$ cat src/rtl/anptx_pkg.sv
package anptx_pkg;
  // ---------------------------------------------------------------
  // register map
  // ---------------------------------------------------------------
  localparam logic [4:0]  NEXT_PAGE_TRANSMIT_ADDR  = 5'h07;
  localparam logic [15:0] NEXT_PAGE_TRANSMIT_RESET = 16'h2001;
  localparam int          MORE_PAGES_BIT           = 15;
  localparam int          RESERVED_BIT             = 14;
  localparam int          MESSAGE_PAGE_BIT         = 13;
  localparam int          CAN_COMPLY_BIT           = 12;
  localparam int          FLIP_BIT                 = 11;
  localparam int          CODE_MSB                 = 10;
  localparam int          CODE_WIDTH               = 11;
  // writable bits: more pages, message page, can comply, code field
  localparam logic [15:0] WRITE_MASK               = 16'hb7ff;
  // base link control word bit that seeds the first flip value
  localparam int          BASE_FLIP_BIT            = 11;
endpackage : anptx_pkg

$ cat src/rtl/anptx_register.sv
// Behaviour
// - the more-pages bit 15 is copied into the transmitted next-page word.
// - next pages follow the base word only if more-pages is set and the partner is able.
// - reserved bit 14 always reads back as zero.
// - the message-page bit 13 is copied into the transmitted next-page word.
// - the can-comply bit 12 is copied into the transmitted next-page word.
// - the read-only flip bit 11 inverts with each transmitted next-page word.
// - the first next-page word carries the inverse of base word bit 11.
// - the code field bits 10 to 0 go into the code positions of the word.
// - the register sits at management address 7 with mixed access.
`timescale 1ns/10ps
module anptx_register (
  input  wire logic        clk_i,
  input  wire logic        reset_i,
  input  wire logic [4:0]  mgmt_addr_i,
  input  wire logic        mgmt_write_i,
  input  wire logic [15:0] mgmt_wdata_i,
  output logic      [15:0] mgmt_rdata_o,
  input  wire logic [15:0] base_word_i,
  input  wire logic        base_sent_i,
  input  wire logic        partner_np_able_i,
  input  wire logic        page_sent_i,
  output logic             next_pages_enable_o,
  output logic      [15:0] next_page_word_o
);

  // ---------------------------------------------------------------
  // local constants
  // ---------------------------------------------------------------

  // reset value kept local so that field slices stay short
  localparam logic [15:0] RESET_VALUE = anptx_pkg::NEXT_PAGE_TRANSMIT_RESET;
  localparam int          CODE_W      = anptx_pkg::CODE_WIDTH;
  localparam int          CODE_HI     = anptx_pkg::CODE_MSB;

  // ---------------------------------------------------------------
  // helpers
  // ---------------------------------------------------------------

  // one bit of the reset value
  function automatic logic reset_bit(input int position);
    reset_bit = RESET_VALUE[position];
  endfunction

  // code field out of a full word
  function automatic logic [CODE_W-1:0] code_of(input logic [15:0] value);
    code_of = value[CODE_HI -: CODE_W];
  endfunction

  // one flag out of a full word
  function automatic logic flag_of(input logic [15:0] value, input int position);
    flag_of = value[position];
  endfunction

  // assemble the outgoing word; the reserved bit is forced low here so
  // neither the link nor a management read can ever see it set
  function automatic logic [15:0] compose_word(
    input logic              more_pages,
    input logic              message_page,
    input logic              can_comply,
    input logic              flip,
    input logic [CODE_W-1:0] code_field
  );
    logic [15:0] word;
    word                              = '0;
    word[anptx_pkg::MORE_PAGES_BIT]   = more_pages;
    word[anptx_pkg::RESERVED_BIT]     = 1'b0;
    word[anptx_pkg::MESSAGE_PAGE_BIT] = message_page;
    word[anptx_pkg::CAN_COMPLY_BIT]   = can_comply;
    word[anptx_pkg::FLIP_BIT]         = flip;
    word[CODE_HI -: CODE_W]           = code_field;
    compose_word = word;
  endfunction

  // ---------------------------------------------------------------
  // address decode
  // ---------------------------------------------------------------

  logic hit_w;
  logic write_w;

  // one address only; every other address reads as zero
  assign hit_w   = (mgmt_addr_i == anptx_pkg::NEXT_PAGE_TRANSMIT_ADDR);
  assign write_w = mgmt_write_i && hit_w;

  // ---------------------------------------------------------------
  // writable fields
  // ---------------------------------------------------------------

  logic              more_pages_reg;
  logic              more_pages_next;
  logic              message_page_reg;
  logic              message_page_next;
  logic              can_comply_reg;
  logic              can_comply_next;
  logic [CODE_W-1:0] code_field_reg;
  logic [CODE_W-1:0] code_field_next;

  // bits 14 and 11 of the write data have no destination at all, so a
  // careless write cannot disturb the reserved bit or the flip bit
  assign more_pages_next   = write_w ? flag_of(mgmt_wdata_i, anptx_pkg::MORE_PAGES_BIT)
                                     : more_pages_reg;
  assign message_page_next = write_w ? flag_of(mgmt_wdata_i, anptx_pkg::MESSAGE_PAGE_BIT)
                                     : message_page_reg;
  assign can_comply_next   = write_w ? flag_of(mgmt_wdata_i, anptx_pkg::CAN_COMPLY_BIT)
                                     : can_comply_reg;
  assign code_field_next   = write_w ? code_of(mgmt_wdata_i)
                                     : code_field_reg;

  // more pages: last page out of reset
  always_ff @(posedge clk_i) begin
    if (reset_i) begin
      more_pages_reg <= reset_bit(anptx_pkg::MORE_PAGES_BIT);
    end else begin
      more_pages_reg <= more_pages_next;
    end
  end

  // message page: set out of reset
  always_ff @(posedge clk_i) begin
    if (reset_i) begin
      message_page_reg <= reset_bit(anptx_pkg::MESSAGE_PAGE_BIT);
    end else begin
      message_page_reg <= message_page_next;
    end
  end

  // can comply: clear out of reset
  always_ff @(posedge clk_i) begin
    if (reset_i) begin
      can_comply_reg <= reset_bit(anptx_pkg::CAN_COMPLY_BIT);
    end else begin
      can_comply_reg <= can_comply_next;
    end
  end

  // code field: reset value taken whole from the reset word
  always_ff @(posedge clk_i) begin
    if (reset_i) begin
      code_field_reg <= code_of(RESET_VALUE);
    end else begin
      code_field_reg <= code_field_next;
    end
  end

  // ---------------------------------------------------------------
  // flip bit
  // ---------------------------------------------------------------

  logic flip_reg;
  logic flip_next;
  logic seed_flip_w;
  logic toggled_flip_w;

  // the base word seeds the flip bit; a base word and a next page in the
  // same cycle cannot both be on the link, so the base word wins
  assign seed_flip_w    = ~base_word_i[anptx_pkg::BASE_FLIP_BIT];
  assign toggled_flip_w = page_sent_i ? ~flip_reg : flip_reg;
  assign flip_next      = base_sent_i ? seed_flip_w : toggled_flip_w;

  // no base word seen yet: the flip bit starts from its reset value and still
  // toggles with page_sent_i; a user must send the base word first for the seed to mean anything
  always_ff @(posedge clk_i) begin
    if (reset_i) begin
      flip_reg <= reset_bit(anptx_pkg::FLIP_BIT);
    end else begin
      flip_reg <= flip_next;
    end
  end

  // ---------------------------------------------------------------
  // outgoing word and readback
  // ---------------------------------------------------------------

  logic [15:0] word_w;
  logic [15:0] rdata_next;
  logic [15:0] word_reg;
  logic [15:0] rdata_reg;

  assign word_w = compose_word(more_pages_reg, message_page_reg, can_comply_reg,
                               flip_reg, code_field_reg);

  // reads are registered: data stands one cycle after the address
  assign rdata_next = hit_w ? word_w : '0;

  // word lags the fields by one cycle; costs a cycle, keeps the link
  // side free of any path from the management bus
  always_ff @(posedge clk_i) begin
    if (reset_i) begin
      word_reg <= '0;
    end else begin
      word_reg <= word_w;
    end
  end

  // read data for any address, zero when not ours
  always_ff @(posedge clk_i) begin
    if (reset_i) begin
      rdata_reg <= '0;
    end else begin
      rdata_reg <= rdata_next;
    end
  end

  assign next_page_word_o = word_reg;
  assign mgmt_rdata_o     = rdata_reg;

  // ---------------------------------------------------------------
  // next-page enable
  // ---------------------------------------------------------------

  // next pages only if both ends are able; the partner's ability is a
  // level, so dropping it withdraws the request at once
  assign next_pages_enable_o = more_pages_reg && partner_np_able_i;

endmodule // anptx_register

$ cat config.mk
export PLATFORM = sky130hd
export DESIGN_NAME = anptx_register
export DESIGN_NICKNAME = d
export VERILOG_FILES = /design/src/rtl/anptx_pkg.sv /design/src/rtl/anptx_register.sv
export SDC_FILE = /design/constraint.sdc
export NUM_CORES = 1
export LEC_CHECK = 0
export BUFFER_PORTS_ARGS = -buffer_cell sky130_fd_sc_hd__buf_2
export CAP_MARGIN = 20
export CORE_UTILIZATION = 37
export DETAILED_ROUTE_END_ITERATION = 10
export GPL_TIMING_DRIVEN = 0
export HOLD_SLACK_MARGIN = 0.02
export MAX_ROUTING_LAYER = met4
export PLACE_DENSITY = 0.66
export SLEW_MARGIN = 20
export SYNTH_ARGS = -nofsm -noshare
export SYNTH_HDL_FRONTEND = slang
export SYNTH_SLANG_ARGS = --single-unit
$ cat constraint.sdc
create_clock -name clk_i -period 0.8 [get_ports clk_i]
set_input_delay 0.04 -clock clk_i [delete_from_list [all_inputs] [get_ports clk_i]]
set_output_delay 0.04 -clock clk_i [all_outputs]
set_load 0.05 [all_outputs]
==> implementation parameters, run 1 <==
Parameter                              Value

STA
  Unrepaired setup endpoints after global routing ... true
  Hold WS ... -0.0181 ns
  Maximum operating frequency ... 1.04 GHz
  Final hold viol count ... 5
  Fin worst setup slack ... -0.159 ns
  Sum of negative setup slack ... -0.578 ns
  Pins over their slew limit ... 0
  Final setup viols ... 30
  Layout Skew ... about 0.011 ns
  Min Tclk post-route ... 0.959 ns
  Share of the clock period used by the worst path after layout ... 120%

Logic synthesis
  Number of flip-flops and latches in the synthesized netlist ... 45
  YS warnings ... 0
  Total standard cell area after synthesis ... about 0.0015 sq mm
  Post-synthesis average cell area ... between 10 and 15 sq um
  Yosys cell types ... 19
  Share of synthesized area occupied by flip-flops and latches ... 60.9%
  Cells after synthesis ... 136

GRT
  Largest net degree at the start of global routing ... 16
  Met1 global-route usage ... between 15 and 20%
  First-pass GRT wire length ... 5180 microns
  Most Used Layer, Global Route ... met2
  Met3 global-route usage ... between 5 and 6%
  Final global-route overflow total ... 0
  Initial antenna violation count ... 0
  GRT Overall Usage ... 16.7%
  GRT met2 Usage ... 26.5%
  Vias in the first global route ... between 1,000 and 1,500

Routing
  Length of the first detailed-routing pass in iterations ... 4
  Initial DRC Count ... 34
  DRT antenna net count ... 0
  Drt wl/cell ... 12.6 microns
  Total DRC errors in the routed layout ... 0
  Routed vias/inst ... about 4.7
  Number of vias in the routed layout ... roughly 1,200
  Routed wire length ... 3290 microns

Flow run
  Count of max-cap constraint violations ... 0

Clocking
  Sinks on the clock net ... 45
  Clock latency reported for the late side of the worst-skew pair ... approximately 0.30 ns
  Longest Clk Path Bufs ... 2
  Count of hold-fix buffers inserted at cts ... 4
  Cell at the root of the clock tree ... sky130_fd_sc_hd__clkbuf_8
  CTS Buf Count ... 5
  TritonCTS clock tree ... yes
  H-tree levels ... 2
  Clock slew seen by the registers of the worst setup and hold paths ... 0.09 ns

Finish
  Post-route core utilization ... 65.0%
  Final Cell Area ... 0.00243 sq mm
  Diodes inserted ... 0
  Layout cell share with drive strength beyond 1 ... 61.2%
  Area delta synth->final ... 64.5%
  Non-filler cells, final ... ~260
  Nets@finish ... around 260
  Leading cell types in the layout, fill and taps excluded ... sky130_fd_sc_hd__dfxtp_2, sky130_fd_sc_hd__buf_2, sky130_fd_sc_hd__buf_8
  Most common cell after layout, fill and taps aside ... sky130_fd_sc_hd__dfxtp_2

Placed design
  Hpwl dp ... slightly above 2000 microns
  Pre-CTS setup slack ... -0.410 ns
  Placer's final routability congestion estimate ... about 0.73
  Number of input and output port buffers inserted ... 56
  Placed inst area ... around 0.0018 sq mm
  Post-Place Cells ... roughly 240

Die
  Die X-Extent ... about 65 microns
  Core area ... around 0.0037 sq mm
  # IOs ... 76
  Die outline area ... between 0.004 and 0.005 sq mm
  Effective utilization at floorplan ... roughly two fifths
  Vertical extent of the die ... 65.2 microns
  Site Rows ... 22

Worst setup path
  Highest net fanout along the worst path ... 3
  Critical path class ... flip-flop to primary output
  Data arrival time of the worst path ... around 0.92 ns
  Sort of element at the end of the critical path ... primary output
  Flop-to-flop setup slack ... 0.03 ns
  Required time of the worst setup path ... between 0.7 and 0.8 ns
  Crit path launch type ... flip-flop

Min path
  Type of the worst min-delay path ... input port to flip-flop

Run status
  Result of the run ... complete, but fails checks
  Violations in the final reports ... hold timing, setup timing

Power and ir drop
  Worst voltage drop across the vdd grid ... slightly above 0.8 mV
  Overall power after layout ... 4.01 mW
  Total leakage power ... roughly 1.1 nW
  Power density over the cells ... between 1500 and 2000 mW/mm^2
## cells by family after synthesis
logic type | synth area share [%]
AO/OA/AOI/OAI | 11.7
XOR/XNOR | 0.592
buffers and inverters | 6.77
flip-flops | 60.9
multiplexers | 1.35
other | 0.254
AND/OR/NAND/NOR | 18.4
## cells in the mapped netlist, drive strengths merged
master / count / area, sq um
xor2: 1 / 8.76
a211oi: 1 / 7.51
dfxtp: 45 / 901
and2: 16 / 100
mux2i: 2 / 20.0
nand3b: 2 / 27.5
conb: 1 / 3.75
o41ai: 12 / 105
nor4b: 1 / 23.8
inv: 12 / 45.0
o21ai: 12 / 60.1
and2b: 4 / 30.0
nor2b: 11 / 68.8
clkbuf: 5 / 18.8
nor2: 6 / 22.5
buf: 5 / 36.3
## worst max-delay path, stage by stage, from the launching register on
cell and delay [ns]:
sky130_fd_sc_hd__dfxtp_2 0.35, sky130_fd_sc_hd__and2_4 0.14, sky130_fd_sc_hd__buf_8 0.13
## report_power, final
part           switching [mW]  internal (mW)
Clock                   0.764          0.619
Combinational           0.197          0.159
Sequential             0.0111           2.26
## per-layer routing
metal	share of wire, %	vias up
li1	-	604
met1	43	577
met2	51	41
met3	5.2	4
met4	1.0	0
met5	0	-
## path summary, 6_finish.rpt
kind,from,to,cells after the start
max,more_pages_reg,next_pages_enable_o,2
min,mgmt_wdata_i[4],code_field_reg[4],3
max reg2reg,more_pages_reg,more_pages_reg,3
min reg2reg,code_field_reg[6],mgmt_rdata_o[6],1
## final cells by class
type	instances	area, sq um
plain buffers	10	68.8
clock buffers	5	68.8
clock inverters	3	21.3
fillers	303	1310
inverters	12	45.0
multi-input cells	70	546
flip-flops and latches	45	943
well taps	48	60.1
repair buffers	69	679
## what timing repair did
item,in CTS,in global routing
cloned,0,1
gates resized for setup,102,49
endpoints found under the setup margin,50,54
pin swaps,1,3
buffers inserted,4,4
hold endpoints to repair,14,9
Note: power is estimated with default switching activity, not from simulation.
==> inputs of run 2 (changes only) <==
Settings changed: ABC_AREA from default to 1, CORE_UTILIZATION 37 to 40, PLACE_DENSITY 0.66 to 0.7.
==> implementation parameters, run 2 <==
Parameter                              Value

Run status
  Result of the run ... complete, but fails checks (unchanged)
  Violations in the final reports ... setup timing (was hold timing, setup timing)

Logic synthesis
  Library cell with the largest summed area after synthesis ... sky130_fd_sc_hd__dfxtp_1 (unchanged)
  Commonest cells post-synth ... sky130_fd_sc_hd__dfxtp_1, sky130_fd_sc_hd__inv_1, sky130_fd_sc_hd__nand2_1, sky130_fd_sc_hd__nor2_1 (was sky130_fd_sc_hd__dfxtp_1, sky130_fd_sc_hd__and2_1, sky130_fd_sc_hd__inv_1, sky130_fd_sc_hd__o21ai_0, sky130_fd_sc_hd__o41ai_1)
  Synth area leaders ... sky130_fd_sc_hd__dfxtp_1, sky130_fd_sc_hd__inv_1, sky130_fd_sc_hd__nand2_1, sky130_fd_sc_hd__nor2_1, sky130_fd_sc_hd__nand4_1 (was sky130_fd_sc_hd__dfxtp_1, sky130_fd_sc_hd__o41ai_1, sky130_fd_sc_hd__and2_1, sky130_fd_sc_hd__nor2b_1, sky130_fd_sc_hd__o21ai_0)
  Share of synthesized area occupied by flip-flops and latches ... 56.9% (was 60.9%)
  Total standard cell area after synthesis ... 0.00158 sq mm (was 0.00148 sq mm)
  Share of synthesized flip-flops with an asynchronous set or reset ... 0% (unchanged)
  Most frequently used cell type in the post-synthesis netlist ... sky130_fd_sc_hd__dfxtp_1 (unchanged)
  Number of flip-flops and latches in the synthesized netlist ... 45 (unchanged)
  YS warnings ... 0 (unchanged)
  Yosys cell types ... 20 (was 19)
  Cells after synthesis ... 193 (was 136)
  Top-area cell type share of the netlist area ... 56.9% (was 60.9%)
  Number of flops mapped to enable cells by yosys ... 0 (unchanged)
  Top flip-flop cell by instance count after synthesis ... sky130_fd_sc_hd__dfxtp_1 (unchanged)
  Post-synthesis average cell area ... 8.20 sq um (was 10.9 sq um)

GRT
  Largest net degree at the start of global routing ... 14 (was 16)
  GRT Overall Usage ... 18.7% (was 16.7%)
  Final global-route overflow total ... 0 (unchanged)
  Met1 global-route usage ... 19.1% (was 19.5%)
  Vias in the first global route ... 1,279 (was 1,140)
  GRT met2 Usage ... 33.2% (was 26.5%)
  Most Used Layer, Global Route ... met2 (unchanged)
  Initial antenna violation count ... 0 (unchanged)
  Met3 global-route usage ... 5.46% (was 5.21%)
  First-pass GRT wire length ... 5630 microns (was 5180 microns)

Die
  Effective utilization at floorplan ... 42.6% (was 39.5%)
  Vertical extent of the die ... 64.9 microns (was 65.2 microns)
  Die X-Extent ... 64.9 microns (was 65.2 microns)
  Site Rows ... 22 (unchanged)
  # IOs ... 76 (unchanged)
  Core area ... 0.00372 sq mm (was 0.00374 sq mm)
  Die outline area ... 0.00421 sq mm (was 0.00425 sq mm)

Routing
  Drt wl/cell ... 11.1 microns (was 12.6 microns)
  Length of the first detailed-routing pass in iterations ... 4 (unchanged)
  Routed wire length ... 3430 microns (was 3290 microns)
  Total DRC errors in the routed layout ... 0 (unchanged)
  Routed vias/inst ... 4.41 (was 4.68)
  DRT antenna net count ... 0 (unchanged)
  Initial DRC Count ... 65 (was 34)
  Number of vias in the routed layout ... 1,357 (was 1,226)

Power and ir drop
  Switching component of the power ... 960 uW (was 973 uW)
  Fraction of power consumed by the clock network ... 37.8% (was 34.5%)
  Power density over the cells ... 1790 mW/mm^2 (was 1650 mW/mm^2)
  Part of the power in registers ... 53.3% (was 56.6%)
  Worst voltage drop across the vdd grid ... 0.772 mV (was 0.809 mV)
  Overall power after layout ... 4.28 mW (was 4.01 mW)
  Total leakage power ... 1.17 nW (was 1.11 nW)
  Internal ... 3.32 mW (was 3.04 mW)
  Switching part of the total ... 22.4% (was 24.2%)
  Comb power frac ... 8.9% (about the same)

Worst setup path
  Cell with the largest stage delay on the worst path ... sky130_fd_sc_hd__dfxtp_2 (unchanged)
  Crit path launch type ... flip-flop (unchanged)
  Startpoint of the most critical register-to-register path ... flip_reg (was more_pages_reg)
  Depth of the worst register-to-register path ... 3 (unchanged)
  List of cells traversed by the critical path ... nand2_2 -> inv_2 -> buf_8 (was and2_4 -> buf_8)
  Highest net fanout along the worst path ... 2 (was 3)
  Data arrival time of the worst path ... 0.86 ns (was 0.92 ns)
  Worst reg2reg endpoint ... flip_reg (was more_pages_reg)
  Flop-to-flop setup slack ... 0.06 ns (was 0.03 ns)
  Crit path largest cell delay ... 0.33 ns (was 0.35 ns)
  Required time of the worst setup path ... 0.76 ns (about the same)
  Sort of element at the end of the critical path ... primary output (unchanged)
  Critical path class ... flip-flop to primary output (unchanged)

Clocking
  Clock slew seen by the registers of the worst setup and hold paths ... 0.07 ns (was 0.09 ns)
  TritonCTS clock tree ... yes (unchanged)
  Clock latency reported for the late side of the worst-skew pair ... 0.29 ns (was 0.30 ns)
  H-tree levels ... 2 (unchanged)
  CTS Buf Count ... 5 (unchanged)
  Longest Clk Path Bufs ... 2 (unchanged)
  Cell at the root of the clock tree ... sky130_fd_sc_hd__clkbuf_8 (unchanged)
  Number of setup buffers added after CTS ... 0 (was 4)
  Sinks on the clock net ... 45 (unchanged)

Min path
  Type of the worst min-delay path ... input port to flip-flop (unchanged)
  Worst hold endpoint ... message_page_reg (was code_field_reg[4])
  Hold Crit Start ... mgmt_wdata_i[13] (was mgmt_wdata_i[4])
  Cells on Worst Hold Path ... 3 (unchanged)

STA
  Max-Slew Margin vs Limit ... about two thirds
  Unrepaired setup endpoints after global routing ... true (unchanged)
  Layout Skew ... 0.00553 ns (was 0.0110 ns)
  Min Tclk post-route ... 0.899 ns (was 0.959 ns)
  Fin worst setup slack ... -0.0994 ns (was -0.159 ns)
  Transition at the pin with the smallest max-transition slack ... between 0.5 and 0.6 ns
  Final setup viols ... 26 (was 30)
  Sum of negative setup slack ... -0.337 ns (was -0.578 ns)
  Pins over their slew limit ... 0 (unchanged)
  Share of the clock period used by the worst path after layout ... 112% (was 120%)
  Final hold viol count ... 0 (was 5)
  Maximum operating frequency ... 1.11 GHz (was 1.04 GHz)

Placed design
  Placer's final routability congestion estimate ... 0.780 (was 0.733)
  Number of input and output port buffers inserted ... 56 (unchanged)
  Hpwl dp ... 2160 microns (was 2020 microns)

Finish
  Most common cell after layout, fill and taps aside ... sky130_fd_sc_hd__inv_1 (was sky130_fd_sc_hd__dfxtp_2)
  Nets@finish ... 303 (was 256)
  Diodes inserted ... 0 (unchanged)
  Layout cell share with drive strength beyond 1 ... 41.5% (was 61.2%)
  Area delta synth->final ... 50.8% (was 64.5%)
  Leading cell types in the layout, fill and taps excluded ... sky130_fd_sc_hd__inv_1, sky130_fd_sc_hd__dfxtp_2, sky130_fd_sc_hd__buf_2 (was sky130_fd_sc_hd__dfxtp_2, sky130_fd_sc_hd__buf_2, sky130_fd_sc_hd__buf_8)
  Filler cells ... 312 (was 303)

Flow run
  Count of max-cap constraint violations ... 0 (unchanged)
==> run 2: cell types whose count changed after synthesis, sizes merged, moves of 11 or more <==
cell	previous run	this run
o21ai	12	1
nor3	0	15
nand2	0	29
nor2	6	29
inv	12	43
nand4	0	14
o41ai	12	0
and2	16	0
nor2b	11	0
==> run 2: per-stage QoR <==
| stage | worst slack (ns) | utilization (%) | hold slack, ns | instance area (sq um) | instances |
|---|---|---|---|---|---|
| after floorplan | 0.0360 | - | 0.171 | 1590 | 194 |
| after global placement | -0.138 | 51.9 | 0.271 | 1930 | 298 |
| after detailed placement | -0.168 | 51.9 | 0.281 | 1930 | 298 |
| after CTS | -0.130 | 62.2 | 0.0271 | 2310 | 308 |
| after global routing | -0.162 | 64.2 | 0.0448 | 2390 | 308 |
| final | -0.0994 | 64.2 | 0.0269 | 2390 | 308 |
==> run 2: critical path, delay by kind of cell (launching register included) <==
family / cells / cell delay (ns)
buf+inv: 2 / 0.18
flops: 1 / 0.33
simple gates: 1 / 0.05
==> run 2: worst max path at each step <==
| stage | start | to | slack, ns |
|---|---|---|---|
| after global placement | mgmt_addr_i[1] | code_field_reg[6] | -0.14 |
| after global routing | more_pages_reg | next_pages_enable_o | -0.16 |
| after floorplan | mgmt_addr_i[1] | can_comply_reg | 0.04 |
| after CTS | more_pages_reg | next_pages_enable_o | -0.13 |
| after detailed placement | reset_i | code_field_reg[4] | -0.17 |
| final | more_pages_reg | next_pages_enable_o | -0.1 |
==> run 2: layout make-up <==
cell class                 count  area [sq um]  share of cell area [%]
buffer                        11          67.6                    2.83
inverter                      43           161                    6.76
timing repair buffer          59           594                    24.9
clock inverter                 2          35.0                    1.47
tap                           48          60.1                    2.52
multi-input combinational     95           459                    19.2
clock buffer                   5          68.8                    2.88
sequential                    45           940                    39.4
==> run 2: power groups by stage <==
stage	combinational, mW	sequential (mW)	clock (mW)
finish	0.379	2.28	1.62
global route	0.416	2.29	1.78
CTS	0.367	2.28	1.64
detailed placement	0.332	2.33	0
global placement	0.329	2.33	0
floorplan	0.164	2.38	0
==> run 2: metal layers <==
| metal | up-vias | routed length, microns |
|---|---|---|
| li1 | 703 | - |
| met2 | 39 | 1880 |
| met5 | - | 0 |
| met3 | 4 | 145 |
| met4 | 0 | 34 |
| met1 | 611 | 1380 |
==> run 2: timing repair <==
action | CTS | global route
endpoints found under the setup margin | 31 | 32
hold buffers | 3 | 0
endpoints found under the hold margin | 2 | 0
resized for setup | 98 | 22
==> run 2: logic make-up after synthesis <==
family	Yosys count	share of synthesized area [%]
AO/OA/AOI/OAI	2	0.632
XOR/XNOR	1	0.553
buffers and inverters	54	14.5
flip-flops	45	56.9
other	1	0.237
AND/OR/NAND/NOR	90	27.2
==> inputs of run 3 (changes only) <==
Settings changed: SKIP_CTS_REPAIR_TIMING from default to 1.
==> implementation parameters, run 3 (synthesis results as in run 2) <==
Parameter                              Value

STA
  Final setup viols ... 31 (was 26)
  Hold WS ... 0.0202 ns (was 0.0269 ns)
  Fin worst setup slack ... -0.104 ns (was -0.0994 ns)
  Share of the clock period used by the worst path after layout ... 113% (was 112%)
  Maximum operating frequency ... 1.11 GHz (about the same)
  Pins over their slew limit ... 0 (unchanged)
  Min Tclk post-route ... 0.904 ns (was 0.899 ns)
  Unrepaired setup endpoints after global routing ... true (unchanged)
  Final hold viol count ... 0 (unchanged)
  Layout Skew ... 0.00550 ns (was 0.00553 ns)
  Sum of negative setup slack ... -0.471 ns (was -0.337 ns)

GRT
  GRT Overall Usage ... 16.9% (was 18.7%)
  Final global-route overflow total ... 0 (unchanged)
  First-pass GRT wire length ... 5120 microns (was 5630 microns)
  Initial antenna violation count ... 0 (unchanged)
  Vias in the first global route ... 1,182 (was 1,279)
  Largest net degree at the start of global routing ... 14 (unchanged)

Worst setup path
  Required time of the worst setup path ... 0.76 ns (about the same)
  Bufs and invs on worst path ... 2 (unchanged)
  Highest net fanout along the worst path ... 2 (unchanged)
  Critical path class ... flip-flop to primary output (unchanged)
  Depth of the worst register-to-register path ... 3 (unchanged)
  Worst reg2reg endpoint ... flip_reg (unchanged)
  List of cells traversed by the critical path ... nand2_2 -> inv_2 -> buf_8 (unchanged)
  Cell with the largest stage delay on the worst path ... sky130_fd_sc_hd__dfxtp_2 (unchanged)
  Data arrival time of the worst path ... 0.86 ns (about the same)
  Sort of element at the end of the critical path ... primary output (unchanged)
  Crit path largest cell delay ... 0.33 ns (about the same)
  Startpoint of the most critical register-to-register path ... flip_reg (unchanged)
  Top cell family by delay on the critical path ... flip-flops (unchanged)
  Crit path launch type ... flip-flop (unchanged)
  Flop-to-flop setup slack ... 0.06 ns (about the same)

Placed design
  Number of input and output port buffers inserted ... 56 (unchanged)
  Pre-CTS setup slack ... -0.168 ns (unchanged)
  Placed inst area ... 0.00193 sq mm (unchanged)
  Placer's final routability congestion estimate ... 0.780 (unchanged)
  Hpwl dp ... 2160 microns (unchanged)
  Post-Place Cells ... 298 (unchanged)

Routing
  Initial DRC Count ... 64 (was 65)
  Routed wire length on met2 ... 1710 microns (was 1880 microns)
  WL met3 ... 194 microns (was 145 microns)
  Routed wire length ... 3290 microns (was 3430 microns)
  Routed vias/inst ... 4.34 (was 4.41)
  M1 WL ... 1350 microns (was 1380 microns)
  DRT antenna net count ... 0 (unchanged)
  Drt wl/cell ... 10.7 microns (was 11.1 microns)
  Length of the first detailed-routing pass in iterations ... 4 (unchanged)
  Top Layer Used ... met4 (unchanged)
  Number of vias in the routed layout ... 1,333 (was 1,357)
  Total DRC errors in the routed layout ... 0 (unchanged)

Power and ir drop
  Overall power after layout ... 4.29 mW (was 4.28 mW)
  Worst voltage drop across the vdd grid ... 0.746 mV (was 0.772 mV)
  Power density over the cells ... 1810 mW/mm^2 (was 1790 mW/mm^2)
  Total leakage power ... 1.16 nW (was 1.17 nW)

Clocking
  Clock latency reported for the late side of the worst-skew pair ... 0.30 ns (was 0.29 ns)
  Sinks on the clock net ... 45 (unchanged)
  Cell at the root of the clock tree ... sky130_fd_sc_hd__clkbuf_8 (unchanged)
  Longest Clk Path Bufs ... 2 (unchanged)
  TritonCTS clock tree ... yes (unchanged)
  Clock slew seen by the registers of the worst setup and hold paths ... 0.07 ns (about the same)
  CTS Buf Count ... 5 (unchanged)
  H-tree levels ... 2 (unchanged)

Die
  Effective utilization at floorplan ... 42.6% (unchanged)
  Core area ... 0.00372 sq mm (unchanged)
  Die outline area ... 0.00421 sq mm (unchanged)
  # IOs ... 76 (unchanged)
  Vertical extent of the die ... 64.9 microns (unchanged)
  Site Rows ... 22 (unchanged)
  Die X-Extent ... 64.9 microns (unchanged)

Run status
  Violations in the final reports ... setup timing (unchanged)
  Result of the run ... complete, but fails checks (unchanged)

Finish
  Area delta synth->final ... 49.4% (was 50.8%)
  Register cell area after layout ... 940 sq um (unchanged)
  Non-filler cells, final ... 307 (was 308)
  Most common cell after layout, fill and taps aside ... sky130_fd_sc_hd__inv_1 (unchanged)
  Nets@finish ... 302 (was 303)
  Diodes inserted ... 0 (unchanged)
  Layout cell share with drive strength beyond 1 ... 41.7% (was 41.5%)
  Multi-input combinational cell area ... 459 sq um (unchanged)
  Leading cell types in the layout, fill and taps excluded ... sky130_fd_sc_hd__inv_1, sky130_fd_sc_hd__dfxtp_2, sky130_fd_sc_hd__buf_2 (unchanged)
  Final Cell Area ... 0.00236 sq mm (was 0.00239 sq mm)
  Post-route core utilization ... 63.6% (was 64.2%)
  Filler cells ... 319 (was 312)

Min path
  Worst hold endpoint ... message_page_reg (unchanged)
  Type of the worst min-delay path ... input port to flip-flop (unchanged)
  Hold Crit Start ... mgmt_wdata_i[13] (unchanged)
  Cells on Worst Hold Path ... 3 (unchanged)

Flow run
  Count of max-cap constraint violations ... 0 (unchanged)
## run 3: cell count changes in the layout (fill, tap and decap cells not counted), sizes merged
cell         delta
dlygate4sd3     -1
## run 3: power by group
part           switching, mW  internal, mW
registers             0.0156          2.27
clock network          0.727         0.907
logic                  0.230         0.142
## run 3: layout make-up
type / count / share of cell area (%)
sequential: 45 / 39.7
timing repair buffer: 58 / 24.2
multi-input combinational: 95 / 19.4
inverter: 43 / 6.83
clock buffer: 5 / 2.91
buffer: 11 / 2.86
tap: 48 / 2.54
clock inverter: 2 / 1.48
## run 3: tightest hold or removal path, delay by kind of cell
family                 cells  cell delay (ns)
buffers and inverters      1             0.08
AND/OR/NAND/NOR            2             0.16
## run 3: worst max path at each step
stage	startpoint	cells past startpoint	to
4_1_cts	more_pages_reg	3	next_pages_enable_o
5_1_grt	more_pages_reg	3	next_pages_enable_o
3_3_place_gp	mgmt_addr_i[1]	7	code_field_reg[6]
6_report	more_pages_reg	3	next_pages_enable_o
2_1_floorplan	mgmt_addr_i[1]	6	can_comply_reg
3_5_place_dp	reset_i	5	code_field_reg[4]
## run 3: per-layer routing
metal / GRT usage [%] / up-vias
met5: - / -
met2: 28.9 / 43
met3: 5.81 / 4
met1: 17.7 / 581
met4: 6.67 / 0
li1: - / 705
